$ cat config.mk
export PLATFORM = sky130hd
export DESIGN_NAME = acfr_regs
export DESIGN_NICKNAME = d
export VERILOG_FILES = /design/src/rtl/acfr_pkg.sv /design/src/rtl/acfr_mem_if.sv /design/src/rtl/acfr_event_mem.sv /design/src/rtl/acfr_regs.sv
export SDC_FILE = /design/constraint.sdc
export NUM_CORES = 1
export LEC_CHECK = 0
export ABC_CLOCK_PERIOD_IN_PS = 1350
export BUFFER_PORTS_ARGS = -buffer_cell sky130_fd_sc_hd__buf_2
export CAP_MARGIN = 20
export CORE_ASPECT_RATIO = 1.1
export CORE_MARGIN = 2
export CORE_UTILIZATION = 41
export DETAILED_ROUTE_END_ITERATION = 8
export GPL_ROUTABILITY_DRIVEN = 0
export HOLD_SLACK_MARGIN = 0.08
export PLACE_DENSITY = 0.75
export SETUP_SLACK_MARGIN = 0.4
export SLEW_MARGIN = 20
export SYNTH_ARGS = -nofsm -noshare
export SYNTH_HDL_FRONTEND = slang
export SYNTH_SLANG_ARGS = --single-unit
$ cat constraint.sdc
create_clock -name i_clk -period 1.35 [get_ports i_clk]
set_clock_uncertainty 0.15 [all_clocks]
set_input_delay 0.27 -clock i_clk [delete_from_list [all_inputs] [get_ports i_clk]]
set_output_delay 0.27 -clock i_clk [all_outputs]
set_load 0.05 [all_outputs]
$ cat src/rtl/acfr_pkg.sv
package acfr_pkg;

  localparam int NUM_CH = 4;
  localparam int REG_W  = 8;
  localparam int CODE_W = 3;

  // ****************************************
  // Register offsets
  // ****************************************
  localparam logic [7:0] ADDR_PAIR_A       = 8'h0d;
  localparam logic [7:0] ADDR_PAIR_B       = 8'h0e;
  localparam logic [7:0] ADDR_CH_FAULT_MEM = 8'h0f;
  localparam logic [7:0] ADDR_SUPPLY_MEM   = 8'h10;
  localparam logic [7:0] ADDR_SUPPLY_LIVE  = 8'h11;
  localparam logic [7:0] ADDR_THERMAL_MEM  = 8'h12;
  localparam logic [7:0] ADDR_FAULT_CLEAR  = 8'h30;

  // ****************************************
  // Reset values
  // ****************************************
  localparam logic [7:0] PAIR_RESET = 8'h24;
  localparam logic [7:0] MEM_RESET  = 8'h00;
  localparam logic [7:0] LIVE_RESET = 8'h00;
  localparam logic [7:0] UNMAPPED   = 8'h00;

  // ****************************************
  // Field positions
  // ****************************************
  localparam int OC_BASE        = 4;
  localparam int DC_BASE        = 0;
  localparam int SUP_GATE_BIT   = 5;
  localparam int SUP_POR_BIT    = 4;
  localparam int SUP_PS_HIGH    = 3;
  localparam int SUP_BAT_HIGH   = 2;
  localparam int SUP_PS_LOW     = 1;
  localparam int SUP_BAT_LOW    = 0;
  localparam int LIVE_WARN_BIT  = 7;
  localparam int LIVE_FAULT_BIT = 6;

  // ****************************************
  // Channel state codes
  // ****************************************
  typedef enum logic [2:0] {
    ST_PLAY                     = 3'h0,
    ST_HIGH_IMPEDANCE           = 3'h1,
    ST_MUTE                     = 3'h2,
    ST_DIAGNOSTIC               = 3'h3,
    ST_AUTO_RECOVER_SHUTDOWN    = 3'h4,
    ST_LATCHED_PROTECT_SHUTDOWN = 3'h5
  } acfr_chan_state_type;

endpackage

$ cat src/rtl/acfr_mem_if.sv
`timescale 1ns/1ps
`default_nettype none
interface acfr_mem_if;
  logic [acfr_pkg::REG_W-1:0] event_set;
  logic                       read_clr;
  logic [acfr_pkg::REG_W-1:0] stored;
  modport owner    (output event_set, output read_clr, input stored);
  modport mem_side (input event_set, input read_clr, output stored);
endinterface
`default_nettype wire

$ cat src/rtl/acfr_event_mem.sv
`timescale 1ns/1ps
`default_nettype none
module acfr_event_mem (
  input  wire logic     i_clk,
  input  wire logic     i_sys_rst,
  acfr_mem_if.mem_side  mem
);

  logic [acfr_pkg::REG_W-1:0] mem_q;
  logic [acfr_pkg::REG_W-1:0] mem_d;

  // ****************************************
  // Sticky store
  // ****************************************
  // set beats clear
  assign mem_d      = (mem_q & {acfr_pkg::REG_W{~mem.read_clr}}) | mem.event_set;
  assign mem.stored = mem_q;

  always_ff @(posedge i_clk) begin
    if (i_sys_rst) begin
      mem_q <= acfr_pkg::MEM_RESET;
    end else begin
      mem_q <= mem_d;
    end
  end

  a_set_wins_clear: assert property (
    @(posedge i_clk) disable iff (i_sys_rst)
    (mem.event_set != '0) |=> ((mem.stored & $past(mem.event_set)) == $past(mem.event_set)))
    else $error("event lost in memory");

  a_sticky_until_read: assert property (
    @(posedge i_clk) disable iff (i_sys_rst)
    !mem.read_clr |=> ((mem.stored & $past(mem.stored)) == $past(mem.stored)))
    else $error("memory bit dropped without read");

endmodule // acfr_event_mem
`default_nettype wire

$ cat src/rtl/acfr_regs.sv
`timescale 1ns/1ps
`default_nettype none
module acfr_regs (
  input  wire logic                                        i_clk,
  input  wire logic                                        i_sys_rst,
  input  wire logic                                        i_rd_en,
  input  wire logic                                        i_wr_en,
  input  wire logic [7:0]                                  i_addr,
  output logic      [7:0]                                  o_rd_data,
  output logic                                             o_rd_valid,
  input  wire logic [acfr_pkg::NUM_CH*acfr_pkg::CODE_W-1:0] i_channel_state_code,
  input  wire logic [acfr_pkg::NUM_CH-1:0]                 i_diagnostic_state_pass_flag,
  input  wire logic [acfr_pkg::NUM_CH-1:0]                 i_overcurrent_event,
  input  wire logic [acfr_pkg::NUM_CH-1:0]                 i_offset_fault_event,
  input  wire logic                                        i_gate_drive_supply_fault,
  input  wire logic                                        i_digital_core_supply_por,
  input  wire logic                                        i_power_stage_supply_high,
  input  wire logic                                        i_battery_supply_high,
  input  wire logic                                        i_power_stage_supply_low,
  input  wire logic                                        i_battery_supply_low,
  input  wire logic                                        i_any_warning,
  input  wire logic                                        i_any_fault,
  input  wire logic [7:0]                                  i_thermal_fault_memory,
  output logic      [acfr_pkg::NUM_CH-1:0]                 o_restart_hold
);

  localparam int NCH = acfr_pkg::NUM_CH;
  localparam int CW  = acfr_pkg::CODE_W;

  // ****************************************
  // Declarations
  // ****************************************
  logic [CW-1:0]  code_q [NCH];
  logic [NCH-1:0] pass_q;
  logic [NCH-1:0] hold_q;
  logic [NCH-1:0] hold_d;
  logic [7:0]     live_q;
  logic [7:0]     live_d;
  logic [7:0]     rd_data_q;
  logic [7:0]     rd_data_d;
  logic           rd_valid_q;
  logic [7:0]     pair_a_w;
  logic [7:0]     pair_b_w;
  logic [7:0]     ch_evt_w;
  logic [7:0]     sup_evt_w;
  logic           hit_pair_a;
  logic           hit_pair_b;
  logic           hit_ch_mem;
  logic           hit_sup_mem;
  logic           hit_live;
  logic           hit_thermal;
  logic           clear_wr;

  acfr_mem_if ch_if ();
  acfr_mem_if sup_if ();

  // ****************************************
  // Address decode
  // ****************************************
  assign hit_pair_a  = i_rd_en && (i_addr == acfr_pkg::ADDR_PAIR_A);
  assign hit_pair_b  = i_rd_en && (i_addr == acfr_pkg::ADDR_PAIR_B);
  assign hit_ch_mem  = i_rd_en && (i_addr == acfr_pkg::ADDR_CH_FAULT_MEM);
  assign hit_sup_mem = i_rd_en && (i_addr == acfr_pkg::ADDR_SUPPLY_MEM);
  assign hit_live    = i_rd_en && (i_addr == acfr_pkg::ADDR_SUPPLY_LIVE);
  assign hit_thermal = i_rd_en && (i_addr == acfr_pkg::ADDR_THERMAL_MEM);
  assign clear_wr    = i_wr_en && (i_addr == acfr_pkg::ADDR_FAULT_CLEAR);

  // ****************************************
  // Per channel state, memory mapping, hold
  // ****************************************
  generate
    for (genvar c = 0; c < NCH; c++) begin : g_ch
      always_ff @(posedge i_clk) begin
        if (i_sys_rst) begin
          code_q[c] <= acfr_pkg::ST_HIGH_IMPEDANCE;
          pass_q[c] <= 1'b0;
        end else begin
          code_q[c] <= i_channel_state_code[c*CW +: CW];
          pass_q[c] <= i_diagnostic_state_pass_flag[c];
        end
      end

      assign ch_evt_w[acfr_pkg::OC_BASE + NCH - 1 - c] = i_overcurrent_event[c];
      assign ch_evt_w[acfr_pkg::DC_BASE + NCH - 1 - c] = i_offset_fault_event[c];

      assign hold_d[c] = (hold_q[c] & ~clear_wr)
                       | i_overcurrent_event[c]
                       | i_offset_fault_event[c];
    end
  endgenerate

  assign pair_a_w = {code_q[0], code_q[1], pass_q[0], pass_q[1]};
  assign pair_b_w = {code_q[2], code_q[3], pass_q[2], pass_q[3]};

  // A fault that is still present keeps the hold set even across a clear write
  always_ff @(posedge i_clk) begin
    if (i_sys_rst) begin
      hold_q <= '0;
    end else begin
      hold_q <= hold_d;
    end
  end

  assign o_restart_hold = hold_q;

  // ****************************************
  // Event memories
  // ****************************************
  // supply memory layout
  assign sup_evt_w[7:6]                    = 2'h0;
  assign sup_evt_w[acfr_pkg::SUP_GATE_BIT] = i_gate_drive_supply_fault;
  assign sup_evt_w[acfr_pkg::SUP_POR_BIT]  = i_digital_core_supply_por;
  assign sup_evt_w[acfr_pkg::SUP_PS_HIGH]  = i_power_stage_supply_high;
  assign sup_evt_w[acfr_pkg::SUP_BAT_HIGH] = i_battery_supply_high;
  assign sup_evt_w[acfr_pkg::SUP_PS_LOW]   = i_power_stage_supply_low;
  assign sup_evt_w[acfr_pkg::SUP_BAT_LOW]  = i_battery_supply_low;

  assign ch_if.event_set  = ch_evt_w;
  assign sup_if.event_set = sup_evt_w;
  assign ch_if.read_clr   = hit_ch_mem;
  assign sup_if.read_clr  = hit_sup_mem;

  acfr_event_mem u_ch_mem (
    .i_clk     (i_clk),
    .i_sys_rst (i_sys_rst),
    .mem       (ch_if)
  );

  acfr_event_mem u_sup_mem (
    .i_clk     (i_clk),
    .i_sys_rst (i_sys_rst),
    .mem       (sup_if)
  );

  // ****************************************
  // Live supply status
  // ****************************************
  // global warning
  assign live_d[acfr_pkg::LIVE_WARN_BIT]  = i_any_warning;
  assign live_d[acfr_pkg::LIVE_FAULT_BIT] = i_any_fault;
  assign live_d[acfr_pkg::SUP_GATE_BIT]   = i_gate_drive_supply_fault;
  assign live_d[acfr_pkg::SUP_POR_BIT]    = 1'b0;
  assign live_d[acfr_pkg::SUP_PS_HIGH]    = i_power_stage_supply_high;
  assign live_d[acfr_pkg::SUP_BAT_HIGH]   = i_battery_supply_high;
  assign live_d[acfr_pkg::SUP_PS_LOW]     = i_power_stage_supply_low;
  assign live_d[acfr_pkg::SUP_BAT_LOW]    = i_battery_supply_low;

  always_ff @(posedge i_clk) begin
    if (i_sys_rst) begin
      live_q <= acfr_pkg::LIVE_RESET;
    end else begin
      live_q <= live_d;
    end
  end

  // ****************************************
  // Read return
  // ****************************************
  // Memories are sampled before the clear lands, so the read sees the old content
  assign rd_data_d = hit_pair_a  ? pair_a_w      :
                     hit_pair_b  ? pair_b_w      :
                     hit_ch_mem  ? ch_if.stored  :
                     hit_sup_mem ? sup_if.stored :
                     hit_live    ? live_q        :
                     hit_thermal ? i_thermal_fault_memory :
                                   acfr_pkg::UNMAPPED;

  always_ff @(posedge i_clk) begin
    if (i_sys_rst) begin
      rd_data_q  <= acfr_pkg::UNMAPPED;
      rd_valid_q <= 1'b0;
    end else begin
      rd_data_q  <= i_rd_en ? rd_data_d : rd_data_q;
      rd_valid_q <= i_rd_en;
    end
  end

  assign o_rd_data  = rd_data_q;
  assign o_rd_valid = rd_valid_q;

  // ****************************************
  // Checks
  // ****************************************
  // reset value check
  a_pair_reset_value: assert property (
    @(posedge i_clk) disable iff (i_sys_rst)
    $fell(i_sys_rst) |->
      (pair_a_w == acfr_pkg::PAIR_RESET) && (pair_b_w == acfr_pkg::PAIR_RESET))
    else $error("pair state register not at reset value");

  a_code_tracks_state: assert property (
    @(posedge i_clk) disable iff (i_sys_rst)
    !$past(i_sys_rst) |->
      (pair_a_w[7:5] == $past(i_channel_state_code[2:0]))
      && (pair_b_w[4:2] == $past(i_channel_state_code[11:9])))
    else $error("channel state code mismatch");

  a_pair_read_data: assert property (
    @(posedge i_clk) disable iff (i_sys_rst)
    hit_pair_a |=> o_rd_valid && (o_rd_data == $past(pair_a_w)))
    else $error("pair register read wrong");

  a_diagnostic_state_pass_bits: assert property (
    @(posedge i_clk) disable iff (i_sys_rst)
    !$past(i_sys_rst) |->
      (pair_b_w[1:0] == $past({i_diagnostic_state_pass_flag[2], i_diagnostic_state_pass_flag[3]})))
    else $error("diagnostic pass bits wrong");

  a_read_clears_mem: assert property (
    @(posedge i_clk) disable iff (i_sys_rst)
    hit_ch_mem |=> (ch_if.stored == $past(ch_evt_w)))
    else $error("channel fault memory not cleared by read");

  a_supply_read_clear: assert property (
    @(posedge i_clk) disable iff (i_sys_rst)
    (hit_sup_mem && (sup_evt_w == 8'h00)) |=> (sup_if.stored == 8'h00))
    else $error("supply memory not cleared by read");

  a_restart_hold_keep: assert property (
    @(posedge i_clk) disable iff (i_sys_rst)
    (o_restart_hold[0] && !clear_wr) |=> o_restart_hold[0])
    else $error("restart hold dropped without clear write");

  a_restart_hold_set: assert property (
    @(posedge i_clk) disable iff (i_sys_rst)
    (i_overcurrent_event[1] || i_offset_fault_event[1]) |=> o_restart_hold[1])
    else $error("restart hold not set by fault");

  a_oc_bit_order: assert property (
    @(posedge i_clk) disable iff (i_sys_rst)
    i_overcurrent_event[0] |=> ch_if.stored[7])
    else $error("channel 1 over-current not stored in bit 7");

  a_dc_bit_order: assert property (
    @(posedge i_clk) disable iff (i_sys_rst)
    i_offset_fault_event[3] |=> ch_if.stored[0])
    else $error("channel 4 offset fault not stored in bit 0");

  a_supply_mem_layout: assert property (
    @(posedge i_clk) disable iff (i_sys_rst)
    i_gate_drive_supply_fault |=> sup_if.stored[5] && (sup_if.stored[7:6] == 2'h0))
    else $error("supply memory layout wrong");

  a_live_supply_bits: assert property (
    @(posedge i_clk) disable iff (i_sys_rst)
    !$past(i_sys_rst) |->
      (live_q[3:0] == $past({i_power_stage_supply_high, i_battery_supply_high,
                             i_power_stage_supply_low, i_battery_supply_low})))
    else $error("live supply bits wrong");

  a_global_warning: assert property (
    @(posedge i_clk) disable iff (i_sys_rst)
    i_any_warning ##1 hit_live |=> o_rd_data[7])
    else $error("global warning not reported");

  a_global_fault: assert property (
    @(posedge i_clk) disable iff (i_sys_rst)
    !$past(i_sys_rst) |-> (live_q[6] == $past(i_any_fault)))
    else $error("global fault flag wrong");

  a_gate_and_reserved: assert property (
    @(posedge i_clk) disable iff (i_sys_rst)
    !$past(i_sys_rst) |-> (live_q[5] == $past(i_gate_drive_supply_fault)) && !live_q[4])
    else $error("gate drive or reserved bit wrong");

  a_event_during_read: assert property (
    @(posedge i_clk) disable iff (i_sys_rst)
    (hit_ch_mem && i_overcurrent_event[3]) |=> ch_if.stored[4])
    else $error("event during clearing read lost");

  a_mid_code_tracks: assert property (
    @(posedge i_clk) disable iff (i_sys_rst)
    !$past(i_sys_rst) |->
      (pair_a_w[4:2] == $past(i_channel_state_code[5:3]))
      && (pair_b_w[7:5] == $past(i_channel_state_code[8:6])))
    else $error("channel state code mismatch on second or third channel");

  a_pair_b_read_data: assert property (
    @(posedge i_clk) disable iff (i_sys_rst)
    hit_pair_b |=> o_rd_valid && (o_rd_data == $past(pair_b_w)))
    else $error("second pair register read wrong");

  a_pair_a_pass_bits: assert property (
    @(posedge i_clk) disable iff (i_sys_rst)
    !$past(i_sys_rst) |->
      (pair_a_w[1:0] == $past({i_diagnostic_state_pass_flag[0], i_diagnostic_state_pass_flag[1]})))
    else $error("first pair diagnostic pass bits wrong");

  a_ch_mem_read_data: assert property (
    @(posedge i_clk) disable iff (i_sys_rst)
    hit_ch_mem |=> o_rd_valid && (o_rd_data == $past(ch_if.stored)))
    else $error("channel fault memory read wrong");

  a_sup_mem_read_data: assert property (
    @(posedge i_clk) disable iff (i_sys_rst)
    hit_sup_mem |=> o_rd_valid && (o_rd_data == $past(sup_if.stored)))
    else $error("supply fault memory read wrong");

  a_restart_hold_clear: assert property (
    @(posedge i_clk) disable iff (i_sys_rst)
    (clear_wr && !i_overcurrent_event[0] && !i_offset_fault_event[0]) |=> !o_restart_hold[0])
    else $error("restart hold not released by clear write");

  a_dc_second_channel: assert property (
    @(posedge i_clk) disable iff (i_sys_rst)
    i_offset_fault_event[1] |=> ch_if.stored[2])
    else $error("channel 2 offset fault not stored in bit 2");

  a_live_read_data: assert property (
    @(posedge i_clk) disable iff (i_sys_rst)
    hit_live |=> o_rd_valid && (o_rd_data == $past(live_q)))
    else $error("live supply status read wrong");

  a_oc_third_channel: assert property (
    @(posedge i_clk) disable iff (i_sys_rst)
    i_overcurrent_event[2] |=> ch_if.stored[5])
    else $error("channel 3 over-current not stored in bit 5");

endmodule // acfr_regs
`default_nettype wire

* Word level (Yosys, flattened, before mapping)
Memory sizes are Yosys's and may differ from the RTL's.
Cells that the tools add are included.
** Storage, ports and cells
- Register bits :: 41
- Memory bits (writable) :: 12
- Input bits :: 52
- Output and inout bits :: 13
- Word-level logic and storage cells :: 62
- Memories kept :: 1
** Memories
- code_q :: words 4, width 3, rd ports 4, clocked after memory_dff 0, write ports 4, line acfr_regs.sv:33 : logic [CW-1:0] code_q [NCH];
** Cells by class
- Eq/ne operators :: 7
- Multiplexer cells :: 13
- Bitwise logic cells :: 23
- Reduce and logical (&&, ||, !) cells :: 7
** Operators with widths (count)
- 2-to-1 mux 8 bit :: 6
- equality test 8 x 4 -> 1 bit, second input constant :: 3
- equality test 8 x 5 -> 1 bit, second input constant :: 3
- bitwise AND 8 bit :: 2
- 2-to-1 mux 3 bit :: 4
- OR 1 bit :: 12
- equality test 8 x 6 -> 1 bit, second input constant :: 1
- OR 8 x 6 -> 8 bit :: 1
- OR 8 bit :: 1
- logical AND 1 bit :: 7
- bitwise AND 1 bit :: 4
- 2-to-1 mux 1 bit :: 3
- NOT 1 bit :: 3

* Depth between registers and ports, before layout
Gate-level depths: netlist of the first run.
- Word-level depth :: 8
- Mapped depth :: 6
- Mapped depth without buffers :: 4

* Modules after synthesis
From an unflattened synthesis of the first run, not the netlist that was laid out.
** Unflattened totals
- Cell total of the unflattened synthesis :: 233
- Area, all modules :: 2158.3 µm²
** Modules (own cells, without submodules)
- acfr_regs :: times used 1, cells each 167, area an instance 1550.2 µm², seq. area each 720.7 µm²
- acfr_event_mem :: times used 2, cells each 33, area an instance 304.0 µm², seq. area each 160.2 µm²

* Worst setup path before layout of the first run
No wires, ideal clock.
- Path kind :: input -> register
- Start point :: input i_addr[4]
- End point :: register rd_data_q[0], in the netlist o_rd_data[0]
- Setup time :: 92 ps
- Arrival :: 1130 ps
- Data required time :: 1108 ps
- Setup slack :: -22 ps
- Cell stages on the path :: 5
- Path buffers :: 1
- Path through :: and4b_1 > and3_1 > buf_6 > a22oi_1 > o32ai_1
** Between the ends
- Longest elaborated chain between the ends :: 8
- Elaborated cells on any way between the ends :: 18
- Classes of those cells :: eq/ne: 6; mux: 6; reduce/logical: 6
** Ends and longest elaborated chain
- start: declaration :: line acfr_regs.sv:8 : input wire logic [7:0] i_addr,
- equality test 8 x 5 -> 1 bit :: line acfr_regs.sv:65 : assign hit_thermal = i_rd_en && (i_addr == acfr_pkg::ADDR_THERMAL_MEM);
- logical AND 1 bit :: line acfr_regs.sv:65
- 2-to-1 mux 8 bit :: line acfr_regs.sv:165 : hit_thermal ? i_thermal_fault_memory :
- 2-to-1 mux 8 bit :: line acfr_regs.sv:164 : hit_live ? live_q :
- 2-to-1 mux 8 bit :: line acfr_regs.sv:163 : hit_sup_mem ? sup_if.stored :
- 2-to-1 mux 8 bit :: line acfr_regs.sv:162 : hit_ch_mem ? ch_if.stored :
- 2-to-1 mux 8 bit :: line acfr_regs.sv:161 : hit_pair_b ? pair_b_w :
- 2-to-1 mux 8 bit * :: line acfr_regs.sv:160 : assign rd_data_d = hit_pair_a ? pair_a_w :
- end signal: assignment :: line acfr_regs.sv:170 : rd_data_q <= acfr_pkg::UNMAPPED;
- end signal: assignment :: line acfr_regs.sv:173 : rd_data_q <= i_rd_en ? rd_data_d : rd_data_q;
- end: declaration :: line acfr_regs.sv:39 : logic [7:0] rd_data_q;
Every way passes the cells marked *; elsewhere a longest branch is shown, timed or not.
A chain may end at the register's enable or synchronous reset.

* Worst setup path after layout of the first run
- Start point :: input i_addr[4]
- End point :: register rd_data_q[2], in the netlist o_rd_data[2]
Same word-level chain as after synthesis.

==> summary.md, run 1 <==
| Metric | Value |
|---|---|
| Static Leak | 1.32 nW |
| Max Fclk | 0.787 GHz |
| DR pass1 iterations | 4 |
| Io pins | 65 |
| R2r setup slk | 110 ps |
| CTS Buf Count | 5 |
| Worst Path Arrival | 1320 ps |
| Routed len/inst | 15.4 um |
| First-pass GRT wire length | 8560 um |
| Largest net degree at the start of global routing | 35 |
| CP startpoint kind | primary input |
| Crit-path slowest cell | and4b_2 |
| Switching power total | 0.742 mW |
| GRT Residual Overflow | 0 |
| Total die area | 5720 um^2 |
| Starting Density | 42.4% |
| Clk pin slew, worst setup/hold paths | 90 ps |
| Netlist cell types | 35 |
| Crit-path cells | buf_6, and4b_2, and3_4, buf_8, a22oi_2, o32ai_2 |
| GR Util All Layers | 19.5% |
| Final Max Tran Viols | 0 |
| # setup viols final | 0 |
| Worst Setup SP | i_addr[4] |
| Vias in the first global route | 1889 |
| Area of the mapped netlist | 2100 um^2 |
| Clock share of power | 29.1% |
| Slew HR | 75.2% |
| Core area | 4970 um^2 |
| Root buf cell | clkbuf_8 |
| Worst path max stage delay | 300 ps |
| Antenna diodes | 0 |
| Outcome | complete, no violations |
| Die Height | 79.1 um |
| Hold Vio Cnt, Final | 0 |
| Worst R2R Start | u_sup_mem.mem.stored[3] |
| Clock H-tree levels | 2 |
| Seq/Total Area, Yosys | 49.5% |
| Placed cell count | 343 |
| Final design utilization | 63.7% |
| Vias/cell | 5.38 |
| Total power | 3.04 mW |
| Post-route ant nets | 0 |
| Unrepaired setup endpoints after global routing | true |
| Longest Clk Path Bufs | 2 |
| Post-DP Area | 2640 um^2 |
| Finished Layout Cells | 359 |
| Detailed-route via count | 1931 |
| Syn Nets | 266 |
| Worst Hold Launch | i_channel_state_code[0] |
| Final period utilization | 94.1% |
| Sw frac | 24.5% |
| Hpwl dp | 3700 um |
| Initial DRC count | 130 |
| Mean area per synthesized cell | 9.83 um^2 |
| Clock sinks | 52 |
| YS warnings | 0 |
| DIE WIDTH | 72.3 um |
| Post-synthesis cell count | 214 |
| Row cnt | 27 |
| Tmin final | 1270 ps |
| CP Data Required Time | 1400 ps |
| Port Buffers | 64 |
| # DRC | 0 |
| PD cells | 960 nW/um^2 |
| Share of cells above drive strength 1 | 54.8% |
| Place WS | -311 ps |
| #FFs+latches synth | 52 |
| Max IR drop VDD | 0.711 mV |
| Max_cap viols | 0 |
| Crit path max-delay family | simple AND/OR/NAND/NOR gates |
| CP Buf/Inv Count | 2 |
| Final setup margin | 80.0 ps |
| Power Internal | 2.29 mW |
| Critical path class | in2reg |
| Nets | 352 |
| Element type at the critical path end | flop |
| Setup_tns | 0 ps |
| Synthesis-to-layout area growth | 50.4% |
| Antenna violations before repair | 0 |
| CP max FO | 7 |
| Finished Cell Area | 3160 um^2 |
| Most common cell after layout, fill and taps aside | buf_2 |
| Actual slew at the worst max-slew pin | 370 ps |
| Hold_ws | 13.6 ps |
| DRT Wirelength | 5530 um |
| Clk_lat worst skew | 300 ps |
| Gate power share | 16.1% |
| Hold Crit Class | in2reg |
| Reg power frac | 54.8% |
| Commonest cells after routing, fill and taps aside | buf_2, dfxtp_1, nor2b_1, nor2_1, buf_4 |
| CTS tree | yes |
-- sequential cells by signal (all words and copies together) (netlist names) --
signal	flops
code_q	12
live_q	7
o_rd_data	8
o_rd_valid	1
o_restart_hold	4
pair_a_w	2
pair_b_w	2
u_ch_mem.mem.stored	8
u_sup_mem.mem.stored	8
-- area by class of cell --
class                   instances  area (um^2)
clock buffers                   7         86.3
clock inverters                 1         7.51
fillers                       421         1800
inverters                       1         3.75
multi-input cells             146         1170
flip-flops and latches         52         1060
well taps                      58         72.6
repair buffers                 94          759
-- final timing paths --
path	to	cells after the start
setup / recovery	o_rd_data[2]	6
setup reg to reg	o_rd_data[3]	5
hold / removal	code_q[0][0]	2
hold reg to reg	u_sup_mem.mem.stored[1]	1
-- worst reg2reg max path, stage by stage (launching register included) --
cell and delay [ps]:
dfxtp_1 340, mux2i_1 80, o21ai_1 140, buf_4 130
a22oi_2 50, o32ai_1 260
-- routing by layer --
layer  vias up  track usage, %  wire length [um]
met2        69            33.7              2870
met5         -               0                 0
met1       927            23.2              2250
li1        929               -                 -
met3         6            4.31               315
met4         0            8.11                91
-- power by group through the flow --
stage	logic [mW]	clock network (mW)	registers, mW
floorplan	0.193	0	1.72
global route	0.523	0.976	1.67
global placement	0.386	0	1.69
finish	0.490	0.883	1.66
detailed placement	0.394	0	1.69
CTS	0.446	0.904	1.66
-- cell usage after synthesis --
| cell type | instances | area [um^2] |
|---|---|---|
| nand2_1 | 1 | 3.75 |
| o21ai_2 | 1 | 8.76 |
| o32ai_1 | 7 | 61.3 |
| and4bb_1 | 1 | 12.5 |
| nor3b_1 | 1 | 7.51 |
| nor3_4 | 1 | 16.3 |
| a211oi_1 | 4 | 30.0 |
| buf_6 | 3 | 33.8 |
| buf_1 | 1 | 3.75 |
| a21o_1 | 5 | 37.5 |
| nand4b_1 | 1 | 8.76 |
| and2_1 | 3 | 18.8 |
| nand3b_1 | 7 | 52.6 |
| o21ai_0 | 6 | 30.0 |
| nand3_1 | 2 | 10.0 |
| and4b_1 | 1 | 10.0 |
| inv_1 | 1 | 3.75 |
| mux2i_1 | 9 | 90.1 |
| or2_2 | 4 | 25.0 |
| nor2_1 | 23 | 86.3 |
| nand2b_1 | 1 | 6.26 |
| a22oi_2 | 3 | 37.5 |
| and3_1 | 1 | 6.26 |
| a21oi_1 | 18 | 90.1 |
| o221ai_1 | 1 | 8.76 |
| nor4bb_1 | 1 | 10.0 |
| buf_2 | 4 | 20.0 |
| a31oi_2 | 1 | 12.5 |
| dfxtp_1 | 52 | 1040 |
| nor2b_1 | 28 | 175 |
| and2b_1 | 1 | 7.51 |
| clkbuf_1 | 7 | 26.3 |
| a22o_1 | 7 | 61.3 |
| nand4_1 | 2 | 12.5 |
| a22oi_1 | 5 | 37.5 |
-- kinds of logic (layout without fill, tap and decap cells) --
group                  after synthesis  count (layout)  synth area share [%]
flip-flops                          52              52                  49.5
multiplexers                         9               9                  4.28
AND/OR/NAND/NOR                     79              79                  22.3
buffers and inverters               16             103                  4.16
AO/OA/AOI/OAI                       58              58                  19.8
-- what timing repair did --
action,CTS,global route
endpoints found under the hold margin,30,24
setup endpoints to repair,41,41
gates resized for setup,66,32
pin swaps,15,20
buffers inserted,3,5
No activity file was read; power rests on OpenSTA's default activity.
==> run 2, diff against run 1 <==
ABC_CLOCK_PERIOD_IN_PS = 1400   (was 1350)
PLACE_DENSITY = 0.72   (was 0.75)
clock period = 1.4 ns   (was 1.35 ns; I/O delays follow)
==> summary.md, run 2 (synthesis gave the netlist of run 1 again) <==
| Metric | Value |
|---|---|
| Longest Clk Path Bufs | 2 (unchanged) |
| # DRC | 0 (unchanged) |
| Clock sinks | 52 (unchanged) |
| DR pass1 iterations | 4 (unchanged) |
| Starting Density | 42.4% (unchanged) |
| Most common cell after layout, fill and taps aside | buf_2 |
| Filler Cell Count | 406 (-3.6%) |
| Most flop-heavy register | code_q |
| Antenna diodes | 0 (unchanged) |
| Io pins | 65 (unchanged) |
| CP Data Required Time | 1430 ps (+30 ps) |
| Total power | 2.91 mW (-4.3%) |
| Hold Vio Cnt, Final | 0 (unchanged) |
| Static Leak | 1.33 nW (+0.71%) |
| Hold Path Depth | 2 (unchanged) |
| Hold Crit Class | in2reg |
| CTS tree | yes |
| Critical path class | in2reg |
| Detailed-route via count | 1920 (-0.57%) |
| Clock H-tree levels | 2 (unchanged) |
| Vias/cell | 5.33 (-0.85%) |
| Root buf cell | clkbuf_8 |
| Tmin final | 1280 ps |
| Antenna violations before repair | 0 (unchanged) |
| Element type at the critical path end | flop |
| Final period utilization | 91.2% |
| Die Height | 79.1 um (unchanged) |
| GR Util All Layers | 18.5% (-1.0 points) |
| Commonest cells after routing, fill and taps aside | buf_2, dfxtp_1, buf_4, nor2b_1, nor2_1 |
| Final setup margin | 123 ps (+43.3 ps) |
| Row cnt | 27 (unchanged) |
| Nets | 353 (+0.28%) |
| Synthesis-to-layout area growth | 49.3% |
| Reg2reg path depth | 4 (-1) |
| Outcome | complete, no violations |
| Worst Setup SP | i_addr[0] |
| # setup viols final | 0 (unchanged) |
| Max reg flops | 12 (unchanged) |
| Final Max Tran Viols | 0 (unchanged) |
| Worst R2R Start | u_sup_mem.mem.stored[5] |
| Post-DP Area | 2630 um^2 (-0.19%) |
| CTS Buf Count | 5 (unchanged) |
| Max Fclk | 0.783 GHz |
| Initial DRC count | 107 (-18%) |
| Post-route ant nets | 0 (unchanged) |
| PD cells | 925 nW/um^2 (-3.6%) |
| R2r setup slk | 180 ps (+70 ps) |
| Unrepaired setup endpoints after global routing | true |
| Max_cap viols | 0 (unchanged) |
| Hpwl dp | 3640 um (-1.6%) |
| Vias in the first global route | 1855 (-1.8%) |
| Largest net degree at the start of global routing | 29 (-17%) |
| RR Endpoint | o_rd_data[5] |
| Max IR drop VDD | 0.629 mV (-12%) |
| CP startpoint kind | primary input |
| Hold_ws | 25.0 ps (+11.4 ps) |
| Slew HR | 79.9% (+4.6 points) |
| Clk pin slew, worst setup/hold paths | 90 ps (about the same) |
| CP max FO | 10 (+3) |
| DIE WIDTH | 72.3 um (unchanged) |
| Finished Cell Area | 3140 um^2 (-0.75%) |
| First-pass GRT wire length | 8360 um (-2.3%) |
| Total die area | 5720 um^2 (unchanged) |
| Share of cells above drive strength 1 | 51.3% (-3.5 points) |
| End of the critical path | o_rd_data[5] |
| Hold Buf Count CTS | 2 |
| Setup_tns | 0 ps (unchanged) |
| Place WS | -197 ps (+114 ps) |
| Actual slew at the worst max-slew pin | 301 ps (-68.6 ps) |
| Core area | 4970 um^2 (unchanged) |
| Clk_lat worst skew | 290 ps (about the same) |
| Worst Path Arrival | 1310 ps (about the same) |
| DRT Wirelength | 5360 um (-3.1%) |
| GRT Residual Overflow | 0 (unchanged) |
| Routed len/inst | 14.9 um (-3.3%) |
| Port Buffers | 64 (unchanged) |
run 2: cell types whose count changed in the layout (fill, tap and decap cells not counted), moves of 3 or more:
cell     change
buf_4        +5
buf_6        -3
dfxtp_2      -3
o21ai_0      +3
o21ai_1      -3
run 2: cell type report:
class | instances | area (um^2) | share of cell area [%]
clock buffer | 8 | 90.1 | 2.87
sequential | 52 | 1060 | 33.7
timing repair buffer | 95 | 751 | 23.9
multi-input combinational | 146 | 1160 | 37.1
inverter | 1 | 3.75 | 0.120
tap | 58 | 72.6 | 2.31
run 2: worst min-delay path by stage:
| stage | from | end | slack (ps) |
|---|---|---|---|
| floorplan | i_channel_state_code[0] | code_q[0][0] | 240 |
| global placement | u_sup_mem.mem.stored[1] | u_sup_mem.mem.stored[1] | 280 |
| detailed placement | u_sup_mem.mem.stored[5] | u_sup_mem.mem.stored[5] | 290 |
| CTS | i_channel_state_code[0] | code_q[0][0] | 20 |
| global route | i_channel_state_code[0] | code_q[0][0] | 30 |
| finish | i_channel_state_code[0] | code_q[0][0] | 30 |
run 2: where the power goes:
part,internal [mW],switching (mW)
logic,0.246,0.215
registers,1.56,0.0453
clock network,0.404,0.438
total,2.21,0.698
run 2: through the flow:
| stage | util (%) | cells |
|---|---|---|
| after detailed placement | 53.0 | 344 |
| final | 63.2 | 360 |
| after global placement | 53.0 | 344 |
| after CTS | 60.3 | 357 |
| after global routing | 63.2 | 360 |
| after floorplan | - | 214 |
run 2: routing by layer:
layer	global-route usage, %	up-vias	share of wire, %
li1	-	931	-
met1	23.9	928	44
met2	30.7	55	50
met3	3.43	6	4.3
met4	6.79	0	1.7
met5	0	-	0
run 2: worst max-delay path, cell delays in order:
cell and delay (ps):
buf_4 160, nor2b_2 180, buf_4 160, a22o_1 230, a21oi_1 190, o32ai_2 100
run 2: timing repair:
item                                    in CTS  in global routing
cloned                                       1                  0
pin swaps                                    9                 12
endpoints found under the setup margin      41                 42
buffers inserted                             2                  4
hold endpoints to repair                    19                 15
resized for setup                           59                 27
